===== src/fsp_pkg.sv =====
// Package with register map, field values and timing for the parameter bank.
package fsp_pkg;

    // ------------------------------------------------------------------
    // Register addresses
    // ------------------------------------------------------------------
    localparam logic [15:0] ADDR_CTRL_RESET   = 16'h040e;
    localparam logic [15:0] ADDR_DC_MAX       = 16'h1006;
    localparam logic [15:0] ADDR_DC_OFF       = 16'h1008;
    localparam logic [15:0] ADDR_TEMP_WARN    = 16'h100c;
    localparam logic [15:0] ADDR_TEMP_LIMIT   = 16'h100e;
    localparam logic [15:0] ADDR_DC_QSTOP     = 16'h1014;
    localparam logic [15:0] ADDR_FRAME_FMT    = 16'h160a;
    localparam logic [15:0] ADDR_SER_WDOG     = 16'h160c;
    localparam logic [15:0] ADDR_WORD_ORDER   = 16'h190a;
    localparam logic [15:0] ADDR_SCAN_WDOG    = 16'h190e;
    localparam logic [15:0] ADDR_MAX_DIST     = 16'h2e06;

    // ------------------------------------------------------------------
    // Reset values and legal ranges
    // ------------------------------------------------------------------
    localparam logic [15:0] RST_FRAME_FMT     = 16'h0002;
    localparam logic [15:0] RST_SER_WDOG      = 16'h0000;
    localparam logic [15:0] RST_WORD_ORDER    = 16'h0000;
    localparam logic [15:0] RST_SCAN_WDOG     = 16'h0000;
    localparam logic [15:0] RST_MAX_DIST      = 16'h000a;
    localparam logic [15:0] RST_TEMP          = 16'h0000;
    localparam logic [15:0] FMT_MIN           = 16'h0001;
    localparam logic [15:0] FMT_MAX           = 16'h0004;
    localparam logic [15:0] WDOG_MAX          = 16'h2710;
    localparam logic [15:0] DIST_MAX          = 16'h270f;
    localparam logic [15:0] WORD_ORDER_MAX    = 16'h0001;
    localparam logic [15:0] CTRL_RESET_MAX    = 16'h0001;

    // ------------------------------------------------------------------
    // Frame format codes and word order values
    // ------------------------------------------------------------------
    localparam logic [15:0] FMT_NONE_1STOP    = 16'h0001;
    localparam logic [15:0] FMT_EVEN_1STOP    = 16'h0002;
    localparam logic [15:0] FMT_ODD_1STOP     = 16'h0003;
    localparam logic [15:0] FMT_NONE_2STOP    = 16'h0004;
    localparam logic        HIGH_WORD_FIRST   = 1'b0;
    localparam logic        LOW_WORD_FIRST    = 1'b1;
    localparam logic [3:0]  FRAME_DATA_BITS   = 4'h8;

    // ------------------------------------------------------------------
    // Timing
    // ------------------------------------------------------------------
    localparam int          CLK_HZ            = 40_000_000;
    localparam int          TICK_MS           = 1;
    localparam int          TICK_CYCLES_INT   = CLK_HZ / 1000 * TICK_MS;
    localparam logic [15:0] TICK_CYCLES       = 16'(TICK_CYCLES_INT);

    // ------------------------------------------------------------------
    // Carriers
    // ------------------------------------------------------------------
    typedef enum logic [1:0] {
        FSP_PAR_NONE,
        FSP_PAR_EVEN,
        FSP_PAR_ODD
    } fsp_parity_t;

    typedef struct packed {
        logic [3:0]  data_bits;
        fsp_parity_t parity;
        logic [1:0]  stop_bits;
    } fsp_frame_t;

    typedef struct packed {
        logic [15:0] dc_max;
        logic [15:0] dc_off;
        logic [15:0] dc_qstop;
        logic [15:0] temp_warn;
        logic [15:0] temp_limit;
    } fsp_limits_t;

endpackage : fsp_pkg


===== src/fsp_bank.sv =====
// Fieldbus supervision parameter bank with watchdogs and limit monitors.
`timescale 1ns/1ps
module fsp_bank
    import fsp_pkg::*;
(
    input  wire logic        sys_clk,
    input  wire logic        sys_rst,
    input  wire logic        reg_wr,
    input  wire logic        reg_rd,
    input  wire logic [15:0] reg_addr,
    input  wire logic [15:0] reg_wdata,
    output logic      [15:0] reg_rdata,
    output logic             reg_ack,
    output logic             reg_err,
    input  wire fsp_limits_t limits,
    input  wire logic        serial_msg,
    input  wire logic        scan_msg,
    input  wire logic        ref_active,
    input  wire logic [15:0] follow_distance,
    input  wire logic [15:0] dc_bus_voltage,
    input  wire logic        error_clear,
    output fsp_frame_t       frame_active,
    output logic             word_order_active,
    output logic             serial_guard_error,
    output logic             scan_guard_error,
    output logic             follow_error,
    output logic             quick_stop,
    output logic             drive_off,
    output logic             ctrl_reset_pulse
);

    // ------------------------------------------------------------------
    // Register storage
    // ------------------------------------------------------------------
    logic [15:0] serial_frame_format;
    logic [15:0] serial_link_watchdog;
    logic [15:0] tcp_word_order;
    logic [15:0] scan_link_watchdog;
    logic [15:0] max_follow_distance;
    logic [15:0] controller_param_reset;
    logic        fmt_latched;

    // ------------------------------------------------------------------
    // Address decode and write qualification
    // ------------------------------------------------------------------
    wire hit_fmt   = reg_addr == ADDR_FRAME_FMT;
    wire hit_ser   = reg_addr == ADDR_SER_WDOG;
    wire hit_ord   = reg_addr == ADDR_WORD_ORDER;
    wire hit_scan  = reg_addr == ADDR_SCAN_WDOG;
    wire hit_dist  = reg_addr == ADDR_MAX_DIST;
    wire hit_ctrl  = reg_addr == ADDR_CTRL_RESET;
    wire hit_ro    = reg_addr == ADDR_DC_MAX || reg_addr == ADDR_DC_OFF ||
                     reg_addr == ADDR_DC_QSTOP ||
                     reg_addr == ADDR_TEMP_WARN ||
                     reg_addr == ADDR_TEMP_LIMIT;
    wire hit_rw    = hit_fmt | hit_ser | hit_ord | hit_scan | hit_dist |
                     hit_ctrl;

    // Out-of-range values are refused whole so a bad write never leaves
    // a setting the block cannot honour.
    wire fmt_ok    = reg_wdata >= FMT_MIN && reg_wdata <= FMT_MAX;
    wire wdog_ok   = reg_wdata <= WDOG_MAX;
    wire ord_ok    = reg_wdata <= WORD_ORDER_MAX;
    wire dist_ok   = reg_wdata <= DIST_MAX;
    wire ctrl_ok   = reg_wdata <= CTRL_RESET_MAX;
    wire val_ok    = hit_fmt  ? fmt_ok  :
                     hit_ser  ? wdog_ok :
                     hit_scan ? wdog_ok :
                     hit_ord  ? ord_ok  :
                     hit_dist ? dist_ok : ctrl_ok;
    wire wr_good   = reg_wr & hit_rw & val_ok;
    wire wr_bad    = reg_wr & ~(hit_rw & val_ok);
    wire rd_good   = reg_rd & ~reg_wr & (hit_rw | hit_ro);
    wire rd_bad    = reg_rd & ~reg_wr & ~(hit_rw | hit_ro);

    wire [15:0] rd_mux =
        hit_fmt  ? serial_frame_format    :
        hit_ser  ? serial_link_watchdog   :
        hit_ord  ? tcp_word_order         :
        hit_scan ? scan_link_watchdog     :
        hit_dist ? max_follow_distance    :
        hit_ctrl ? controller_param_reset :
        reg_addr == ADDR_DC_MAX     ? limits.dc_max     :
        reg_addr == ADDR_DC_OFF     ? limits.dc_off     :
        reg_addr == ADDR_DC_QSTOP   ? limits.dc_qstop   :
        reg_addr == ADDR_TEMP_WARN  ? limits.temp_warn  :
        reg_addr == ADDR_TEMP_LIMIT ? limits.temp_limit : 16'h0000;

    // ------------------------------------------------------------------
    // Register writes and bus answer
    // ------------------------------------------------------------------
    always_ff @(posedge sys_clk) begin
        if (sys_rst) begin
            serial_frame_format    <= RST_FRAME_FMT;
            serial_link_watchdog   <= RST_SER_WDOG;
            tcp_word_order         <= RST_WORD_ORDER;
            scan_link_watchdog     <= RST_SCAN_WDOG;
            max_follow_distance    <= RST_MAX_DIST;
            controller_param_reset <= 16'h0000;
        end else if (wr_good) begin
            if (hit_fmt)  serial_frame_format  <= reg_wdata;
            if (hit_ser)  serial_link_watchdog <= reg_wdata;
            if (hit_ord)  tcp_word_order       <= reg_wdata;
            if (hit_scan) scan_link_watchdog   <= reg_wdata;
            if (hit_dist) max_follow_distance  <= reg_wdata;
        end
    end

    always_ff @(posedge sys_clk) begin
        if (sys_rst) begin
            reg_rdata <= 16'h0000;
            reg_ack   <= 1'b0;
            reg_err   <= 1'b0;
        end else begin
            reg_rdata <= rd_good ? rd_mux : 16'h0000;
            reg_ack   <= wr_good | rd_good;
            reg_err   <= wr_bad | rd_bad;
        end
    end

    // Writing 0 has no effect; writing 1 gives a single command pulse.
    always_ff @(posedge sys_clk) begin
        if (sys_rst) begin
            ctrl_reset_pulse <= 1'b0;
        end else begin
            ctrl_reset_pulse <= wr_good & hit_ctrl & reg_wdata[0];
        end
    end

    // ------------------------------------------------------------------
    // Frame format and word order
    // ------------------------------------------------------------------
    // The format is captured once after reset release, which stands in
    // for power-up; later writes are stored but not applied.
    fsp_frame_t next_frame;
    always_comb begin
        next_frame.data_bits = FRAME_DATA_BITS;
        next_frame.parity    = FSP_PAR_NONE;
        next_frame.stop_bits = 2'd1;
        case (serial_frame_format)
            FMT_NONE_1STOP: next_frame.parity = FSP_PAR_NONE;
            FMT_EVEN_1STOP: next_frame.parity = FSP_PAR_EVEN;
            FMT_ODD_1STOP:  next_frame.parity = FSP_PAR_ODD;
            FMT_NONE_2STOP: next_frame.stop_bits = 2'd2;
            default:        next_frame.parity = FSP_PAR_EVEN;
        endcase
    end

    always_ff @(posedge sys_clk) begin
        if (sys_rst) begin
            fmt_latched  <= 1'b0;
            frame_active <= '0;
        end else if (!fmt_latched) begin
            fmt_latched  <= 1'b1;
            frame_active <= next_frame;
        end
    end

    assign word_order_active = tcp_word_order[0];

    // ------------------------------------------------------------------
    // Millisecond tick
    // ------------------------------------------------------------------
    logic [15:0] tick_cnt;
    wire         ms_tick = tick_cnt == TICK_CYCLES - 16'd1;
    always_ff @(posedge sys_clk) begin
        if (sys_rst) begin
            tick_cnt <= 16'h0000;
        end else begin
            tick_cnt <= ms_tick ? 16'h0000 : tick_cnt + 16'd1;
        end
    end

    // ------------------------------------------------------------------
    // Link watchdogs
    // ------------------------------------------------------------------
    // The serial watchdog arms at its first message as the scan one does,
    // so a master that has not yet spoken is not blamed.
    logic [15:0] ser_ms;
    logic        ser_armed;
    logic [15:0] scan_ms;
    logic        scan_armed;

    wire ser_on   = serial_link_watchdog != 16'h0000;
    wire scan_on  = scan_link_watchdog != 16'h0000;
    wire ser_hit  = ser_armed & ser_on & ms_tick &
                    ser_ms + 16'd1 >= serial_link_watchdog;
    wire scan_hit = scan_armed & scan_on & ms_tick &
                    scan_ms + 16'd1 >= scan_link_watchdog;

    always_ff @(posedge sys_clk) begin
        if (sys_rst) begin
            ser_ms             <= 16'h0000;
            ser_armed          <= 1'b0;
            serial_guard_error <= 1'b0;
        end else begin
            if (serial_msg) begin
                ser_ms    <= 16'h0000;
                ser_armed <= 1'b1;
            end else if (ser_hit) begin
                ser_armed <= 1'b0;
            end else if (ser_armed && ms_tick) begin
                ser_ms    <= ser_ms + 16'd1;
            end
            if (ser_hit)
                serial_guard_error <= 1'b1;
            else if (error_clear)
                serial_guard_error <= 1'b0;
        end
    end

    always_ff @(posedge sys_clk) begin
        if (sys_rst) begin
            scan_ms          <= 16'h0000;
            scan_armed       <= 1'b0;
            scan_guard_error <= 1'b0;
        end else begin
            if (scan_msg) begin
                scan_ms    <= 16'h0000;
                scan_armed <= 1'b1;
            end else if (scan_hit) begin
                scan_armed <= 1'b0;
            end else if (scan_armed && ms_tick) begin
                scan_ms    <= scan_ms + 16'd1;
            end
            if (scan_hit)
                scan_guard_error <= 1'b1;
            else if (error_clear)
                scan_guard_error <= 1'b0;
        end
    end

    // ------------------------------------------------------------------
    // Following distance and DC bus monitors
    // ------------------------------------------------------------------
    wire dist_on   = max_follow_distance != 16'h0000;
    wire dist_trip = dist_on & ref_active &
                     follow_distance > max_follow_distance;
    wire dc_stop   = dc_bus_voltage <= limits.dc_qstop;
    wire dc_off    = dc_bus_voltage <= limits.dc_off;

    always_ff @(posedge sys_clk) begin
        if (sys_rst) begin
            follow_error <= 1'b0;
            quick_stop   <= 1'b0;
            drive_off    <= 1'b0;
        end else begin
            if (dist_trip)
                follow_error <= 1'b1;
            else if (error_clear)
                follow_error <= 1'b0;
            quick_stop <= dc_stop;
            drive_off  <= dc_off;
        end
    end

endmodule : fsp_bank


===== config.mk =====
export PLATFORM = sky130hd
export DESIGN_NAME = fsp_bank
export DESIGN_NICKNAME = d
export VERILOG_FILES = /design/src/fsp_pkg.sv /design/src/fsp_bank.sv
export SDC_FILE = /design/constraint.sdc
export NUM_CORES = 1
export LEC_CHECK = 0
export ABC_AREA = 1
export BUFFER_PORTS_ARGS = -buffer_cell sky130_fd_sc_hd__buf_2
export CORE_ASPECT_RATIO = 2
export CORE_UTILIZATION = 50
export CTS_BUF_LIST = sky130_fd_sc_hd__clkbuf_8
export DETAILED_ROUTE_END_ITERATION = 6
export GPL_ROUTABILITY_DRIVEN = 1
export PLACE_DENSITY = 0.8
export SLEW_MARGIN = 25
export SYNTH_ARGS = -nofsm -noshare
export SYNTH_HDL_FRONTEND = slang
export SYNTH_SLANG_ARGS = --single-unit

===== constraint.sdc =====
create_clock -name sys_clk -period 3.8 [get_ports sys_clk]
set_clock_uncertainty 0.05 [all_clocks]
set_input_delay 0.38 -clock sys_clk [delete_from_list [all_inputs] [get_ports sys_clk]]
set_output_delay 0.38 -clock sys_clk [all_outputs]
set_load 0.05 [all_outputs]

Word-level counts from Yosys, hierarchy flattened

Index checks and enable logic that the tools add are counted.

Input port bits: 152
Register bits after elaboration: 160
Latch bits: 0
RAM bits: 0
Memories kept: 0
ROM bits: 0

Div/mod/pow operators: 0
$add $sub $neg: 3
Equality and inequality tests: 15
Reduce and logical (&&, ||, !) cells: 27
Multiplexer cells: 27
Bitwise logic cells: 31
Shift-type cells: 0
Order comparisons: 10
Multiply operators: 0

Operators by type and width:

| kind                                                                                 | count |
|---|---|
| 16-bit two-way mux                                                                   | 11 |
| 16-bit by 13-bit equality test with 1-bit output, second input constant              | 9 |
| 16-bit by 1-bit adder with 16-bit output, second input constant                      | 3 |
| 16-bit nonzero test                                                                  | 3 |
| 16-bit greater-or-equal comparator                                                   | 2 |
| 16-bit by 14-bit <= comparator with 1-bit output, second input constant              | 2 |
| 16-bit <= comparator                                                                 | 2 |
| 1-bit bitwise AND                                                                    | 17 |
| 16-bit by 1-bit equality test with 1-bit output, second input constant               | 1 |
| 16-bit by 11-bit equality test with 1-bit output, second input constant              | 1 |
| 16-bit by 14-bit equality test with 1-bit output, second input constant              | 1 |
| 16-bit equality test, second input constant                                          | 1 |
| 16-bit by 2-bit equality test with 1-bit output, second input constant               | 1 |
| 16-bit by 3-bit equality test with 1-bit output, second input constant               | 1 |
| 16-bit by 1-bit greater-or-equal comparator with 1-bit output, second input constant | 1 |
| 16-bit greater-than comparator                                                       | 1 |
| 16-bit by 1-bit <= comparator with 1-bit output, second input constant               | 1 |
| 16-bit by 3-bit <= comparator with 1-bit output, second input constant               | 1 |
| 1-bit two-way mux                                                                    | 14 |
| 2-bit AND reduction                                                                  | 7 |
| 2-bit nonzero test                                                                   | 5 |
| 2-bit OR reduction                                                                   | 5 |
| 1-bit bitwise OR                                                                     | 8 |
| 1-bit inverter                                                                       | 6 |
| 4 further kinds                                                                      | 9 |

Longest topological paths before layout

Word-level depth: 12
Mapped depth: 20

Worst setup path after synthesis

No wires, ideal clock.

Kind: flip-flop to flip-flop
Start point: reg scan_ms[0]
End point: reg scan_ms[10]
Slack: 711 ps
Stages on the path, launching flop included: 19
Arrival time: 2968 ps
Clock period less this slack: 3089 ps
Required time: 3680 ps
Library setup time: 70 ps
Buffers on the path: 2
Path through: dfxtp_1 ha_1 nand3_1 nor3_1 nand4_1 nor2_1 xor2_1 ha_1 nand2_1 inv_1 nand3_1 inv_1 a21oi_1 nand3_1 nand2_1 clkbuf_1 buf_1 nand3_1 a21oi_1

Cells in the longest elaborated chain, start to end: 5

RTL lines:

| what                                       | RTL line                         | text |
|---|---|---|
| start, declared                            | fsp_bank.sv:181                  | `logic [15:0] scan_ms;` |
| start signal, assigned                     | fsp_bank.sv:224                  | `scan_ms <= scan_ms + 16'd1;` |
| 16-bit by 1-bit adder with 16-bit output * | fsp_bank.sv:189, fsp_bank.sv:224 |  |
| 16-bit greater-or-equal comparator         | fsp_bank.sv:189                  | `scan_ms + 16'd1 >= scan_link_watchdog;` |
| 1-bit bitwise AND                          | fsp_bank.sv:188                  | `wire scan_hit = scan_armed & scan_on & ms_tick &` |
| 1-bit inverter (no source line)            | -                                |  |
| 2-bit AND reduction (no source line)       | -                                |  |

Mark *: on every way between the ends. The rest lies on a longest branch, timed or not.
A chain may end at the register's enable or synchronous reset.

Worst setup path after layout

Start point: reg ser_ms[0]
End point: reg ser_ms[1]

Cells in the longest elaborated chain, start to end: 5

RTL lines:

| what                                       | RTL line                         | text |
|---|---|---|
| start, declared                            | fsp_bank.sv:179                  | `logic [15:0] ser_ms;` |
| start signal, assigned                     | fsp_bank.sv:203                  | `ser_ms <= ser_ms + 16'd1;` |
| 16-bit by 1-bit adder with 16-bit output * | fsp_bank.sv:187, fsp_bank.sv:203 |  |
| 16-bit greater-or-equal comparator         | fsp_bank.sv:187                  | `ser_ms + 16'd1 >= serial_link_watchdog;` |
| 1-bit bitwise AND                          | fsp_bank.sv:186                  | `wire ser_hit = ser_armed & ser_on & ms_tick &` |
| 1-bit inverter (no source line)            | -                                |  |
| 2-bit AND reduction (no source line)       | -                                |  |

Marks and branches as above.

==> results.yml <==
run_status:
  outcome: "complete, no violations"
clock_tree:
  post_cts_buffers: 0
  cts_root_buffer: "clkbuf_8"
  clock_latency_ps: 490
  ctsHoldBuffers: 0
  clock_path_buffers: 2
  cts_tree: "built"
  clkTransAtPathRegs_ps: 90
  cts_sinks: 160
  htree_levels: 4
  numCtsBuffers: 17
  cts_resized: 0
setup_path:
  reg2reg_from: "ser_ms[0]$_SDFFE_PP0P_"
  crit_path_max_fanout: 10
  path_common_cell: "nand2_1"
  cp_cell_sequence: "ha_1 -> nand2_1 -> nor2_1 -> nand2_1 -> nor3_1 -> nand2_1 -> nor2_1 -> nand3_1 -> xor2_1 -> inv_1 -> ha_1 -> nand3_1 -> nor3_1 -> nand2_1 -> nand3_1 -> nand2_1 -> nand2_1 -> nand2_1 -> nand2_1 -> nor2_1"
  cpMaxStageDelayCell: "dfxtp_1"
  crit_type: "register to register"
  startpoint: "ser_ms[0]$_SDFFE_PP0P_"
  required_ps: 4130
  cpPeakStageDelay_ps: 410
  endpoint_kind: "register"
  cp_data_arrival_time_ps: 3680
  cp_top_family: "simple AND/OR/NAND/NOR gates"
  worst-path-buf-inv: 1
  crit_path_start_kind: "register"
logic_synthesis:
  ys_types: 41
  synth_area_sq_um: 10400
  ys_seq_elements: 160
  synth_flop_cell: "dfxtp_1"
  yosysSeqAreaShare: 0.307
  synth_top_cell_by_area: "dfxtp_1"
  async_flop_share: 0
  syn_area_per_cell_sq_um: 6.39
  ys_top_cells_by_area: "dfxtp_1 (31%), nand2_1 (12%), ha_1 (10%)"
  syn_inst: 1634
  yosysWarnings: 0
  synth_top_area_share: 0.307
  synth_edf_count: 0
sta:
  tightest_slew_ps: 763
  final-max-slew-violation-count: 0
  rsz0062_at_grt: "false"
  max_slew_margin: 0.486
  final.setup.tns_ps: 0
  fin_crit_ps: 3350
  max_freq_mhz: 299
  hold_ws_ps: 64.0
  setup_viol: 0
  finalHoldViolCount: 0
  layout_worst_path_cycle_share: 0.881
floorplan:
  die_area_sq_um: 21500
  num_io_pins: 185
  die_x_um: 104
  std_cell_rows: 74
  core_area_sq_um: 20500
  dieHeight_um: 206
  start_util: 0.510
place:
  hpwlAfterDp_um: 25200
  gp_congestion: 0.981
  placed_area_sq_um: 11500
  port_buffers: 181
detailed_routing:
  initialDrtViolationCount: 670
  first_pass_iters: 5
  ant_nets: 0
  drcViolationCount: 0
  wl_per_cell_um: 15.4
  routed_wl_um: 31900
  vias_per_cell: 5.36
  num_vias: 11100
global_routing:
  antenna_found_initial: 7
  grt_pass1_wl_um: 50600
  gr-usage-all-layers: 0.300
  grt_start_max_net_pins: 50
  grt_pass1_vias: 10700
  grt_remaining_overflow: 0
layout:
  nNetsFinal: 2025
  area_growth_pct: 15.0
  stdcell_area_sq_um: 12000
  drive_above_1_share: 0.140
  nFillCells: 2020
worst_hold_path:
  hold_path.class: "input port to register"
  hold_path.startpoint: "scan_msg"
power:
  powerDensity_nw_per_um2: 282
  peakVddDrop_uv: 443
  p_leak_nw: 6.11
run:
  maxCapViolCount: 0
[cell type report]
class / count / area, sq um / area share
Antenna cell: 6 / 15.0 / 0.00125
Clock buffer: 21 / 289 / 0.0241
Clock inverter: 11 / 153 / 0.0127
Inverter: 271 / 1020 / 0.0848
Multi-Input combinational cell: 1143 / 5960 / 0.497
Sequential cell: 160 / 3200 / 0.267
Tap cell: 266 / 333 / 0.0277
Timing Repair Buffer: 197 / 1030 / 0.0855
[cells in the mapped netlist (all sizes together) (4+ instances only)]
| master | count |
|---|---|
| nand2 | 348 |
| inv | 269 |
| nor2 | 209 |
| nand3 | 162 |
| dfxtp | 160 |
| a21oi | 120 |
| o21ai | 85 |
| ha | 83 |
| clkbuf | 38 |
| nand4 | 28 |
| buf | 24 |
| nor3 | 23 |
| xor2 | 22 |
| nor4 | 16 |
| o211ai | 12 |
| xnor2 | 8 |
| a31oi | 4 |
| nand3b | 4 |
| or2 | 4 |
[report_power, final]
part	internal, W	switching, W	total (W)
clock	0.000723	0.000651	0.00137
sequential	0.00169	0.00000606	0.00169
combinational	0.000119	0.000197	0.000315
[cell families after synthesis]
logic type,Yosys count,share of synthesized area
xor+xnor,30,0.0252
flops,160,0.307
other cells,1,0.000359
buf+inv,333,0.123
fa+ha+maj,83,0.0995
simple gates,797,0.327
compound gates,230,0.118
[worst reg2reg max path: cells and delay by family (launching register included)]
kind                       cells  cell delay [ps]
and+or+nand+nor               16             2060
adders and majority gates      2              470
DFF                            1              410
xor gates and xnor gates       1              190
buffers and inverters          1               60
[registers in the layout, summed over array words and instances, names as in the netlist, 5 cells and up]
signal and flops:
reg_rdata 16, serial_frame_format 16, tick_cnt 16, frame_active 5, scan_link_watchdog 16, max_follow_distance 16
scan_ms 16, ser_ms 16, tcp_word_order 16, serial_link_watchdog 16
[through the flow]
stage	cells	power, W	utilization	setup slack [ps]
after floorplan	1636	0.00190	-	711
after global placement	2037	0.00204	0.564	585
after detailed placement	2037	0.00204	0.564	492
after CTS	2069	0.00339	0.585	484
after global routing	2075	0.00350	0.586	101
final	2075	0.00338	0.586	452
[metal layers]
metal | track usage | vias to the layer above | part of all wire
met1 | 0.284 | 5104 | 0.36
met4 | 0.230 | 2 | 0.070
met2 | 0.568 | 353 | 0.52
li1 | - | 5552 | -
met3 | 0.0549 | 115 | 0.050
met5 | 0 | - | 0.00041
[worst paths after layout]
kind | to | slack [ps] | depth (start not counted)
worst max register to register | ser_ms[1]$_SDFFE_PP0P_ | 450 | 20
worst min register to register | tcp_word_order[1]$_SDFFE_PP0P_ | 410 | 2
worst min-delay path | scan_armed$_SDFFE_PP0P_ | 60 | 3
worst max-delay path | ser_ms[1]$_SDFFE_PP0P_ | 450 | 20
[placed cells by master (no fill, tap or decap), types with 3 or more instances in the layout]
cell / instances
nand2_1: 345
inv_1: 263
nor2_1: 204
buf_2: 181
dfxtp_1: 160
nand3_1: 159
a21oi_1: 119
o21ai_0: 83
ha_1: 83
nand4_1: 28
xor2_1: 22
nor3_1: 21
clkbuf_8: 21
nor4_1: 16
buf_4: 16
o211ai_1: 12
xnor2_1: 8
diode_2: 6
inv_2: 6
nand3b_1: 4
a31oi_1: 4
or2_2: 3
nor2_2: 3
nand3_2: 3
nand2_2: 3
conb_1: 3
bufinv_16: 3
clkinv_4: 3
clkinvlp_4: 3
(Power assumes the default switching activity.)
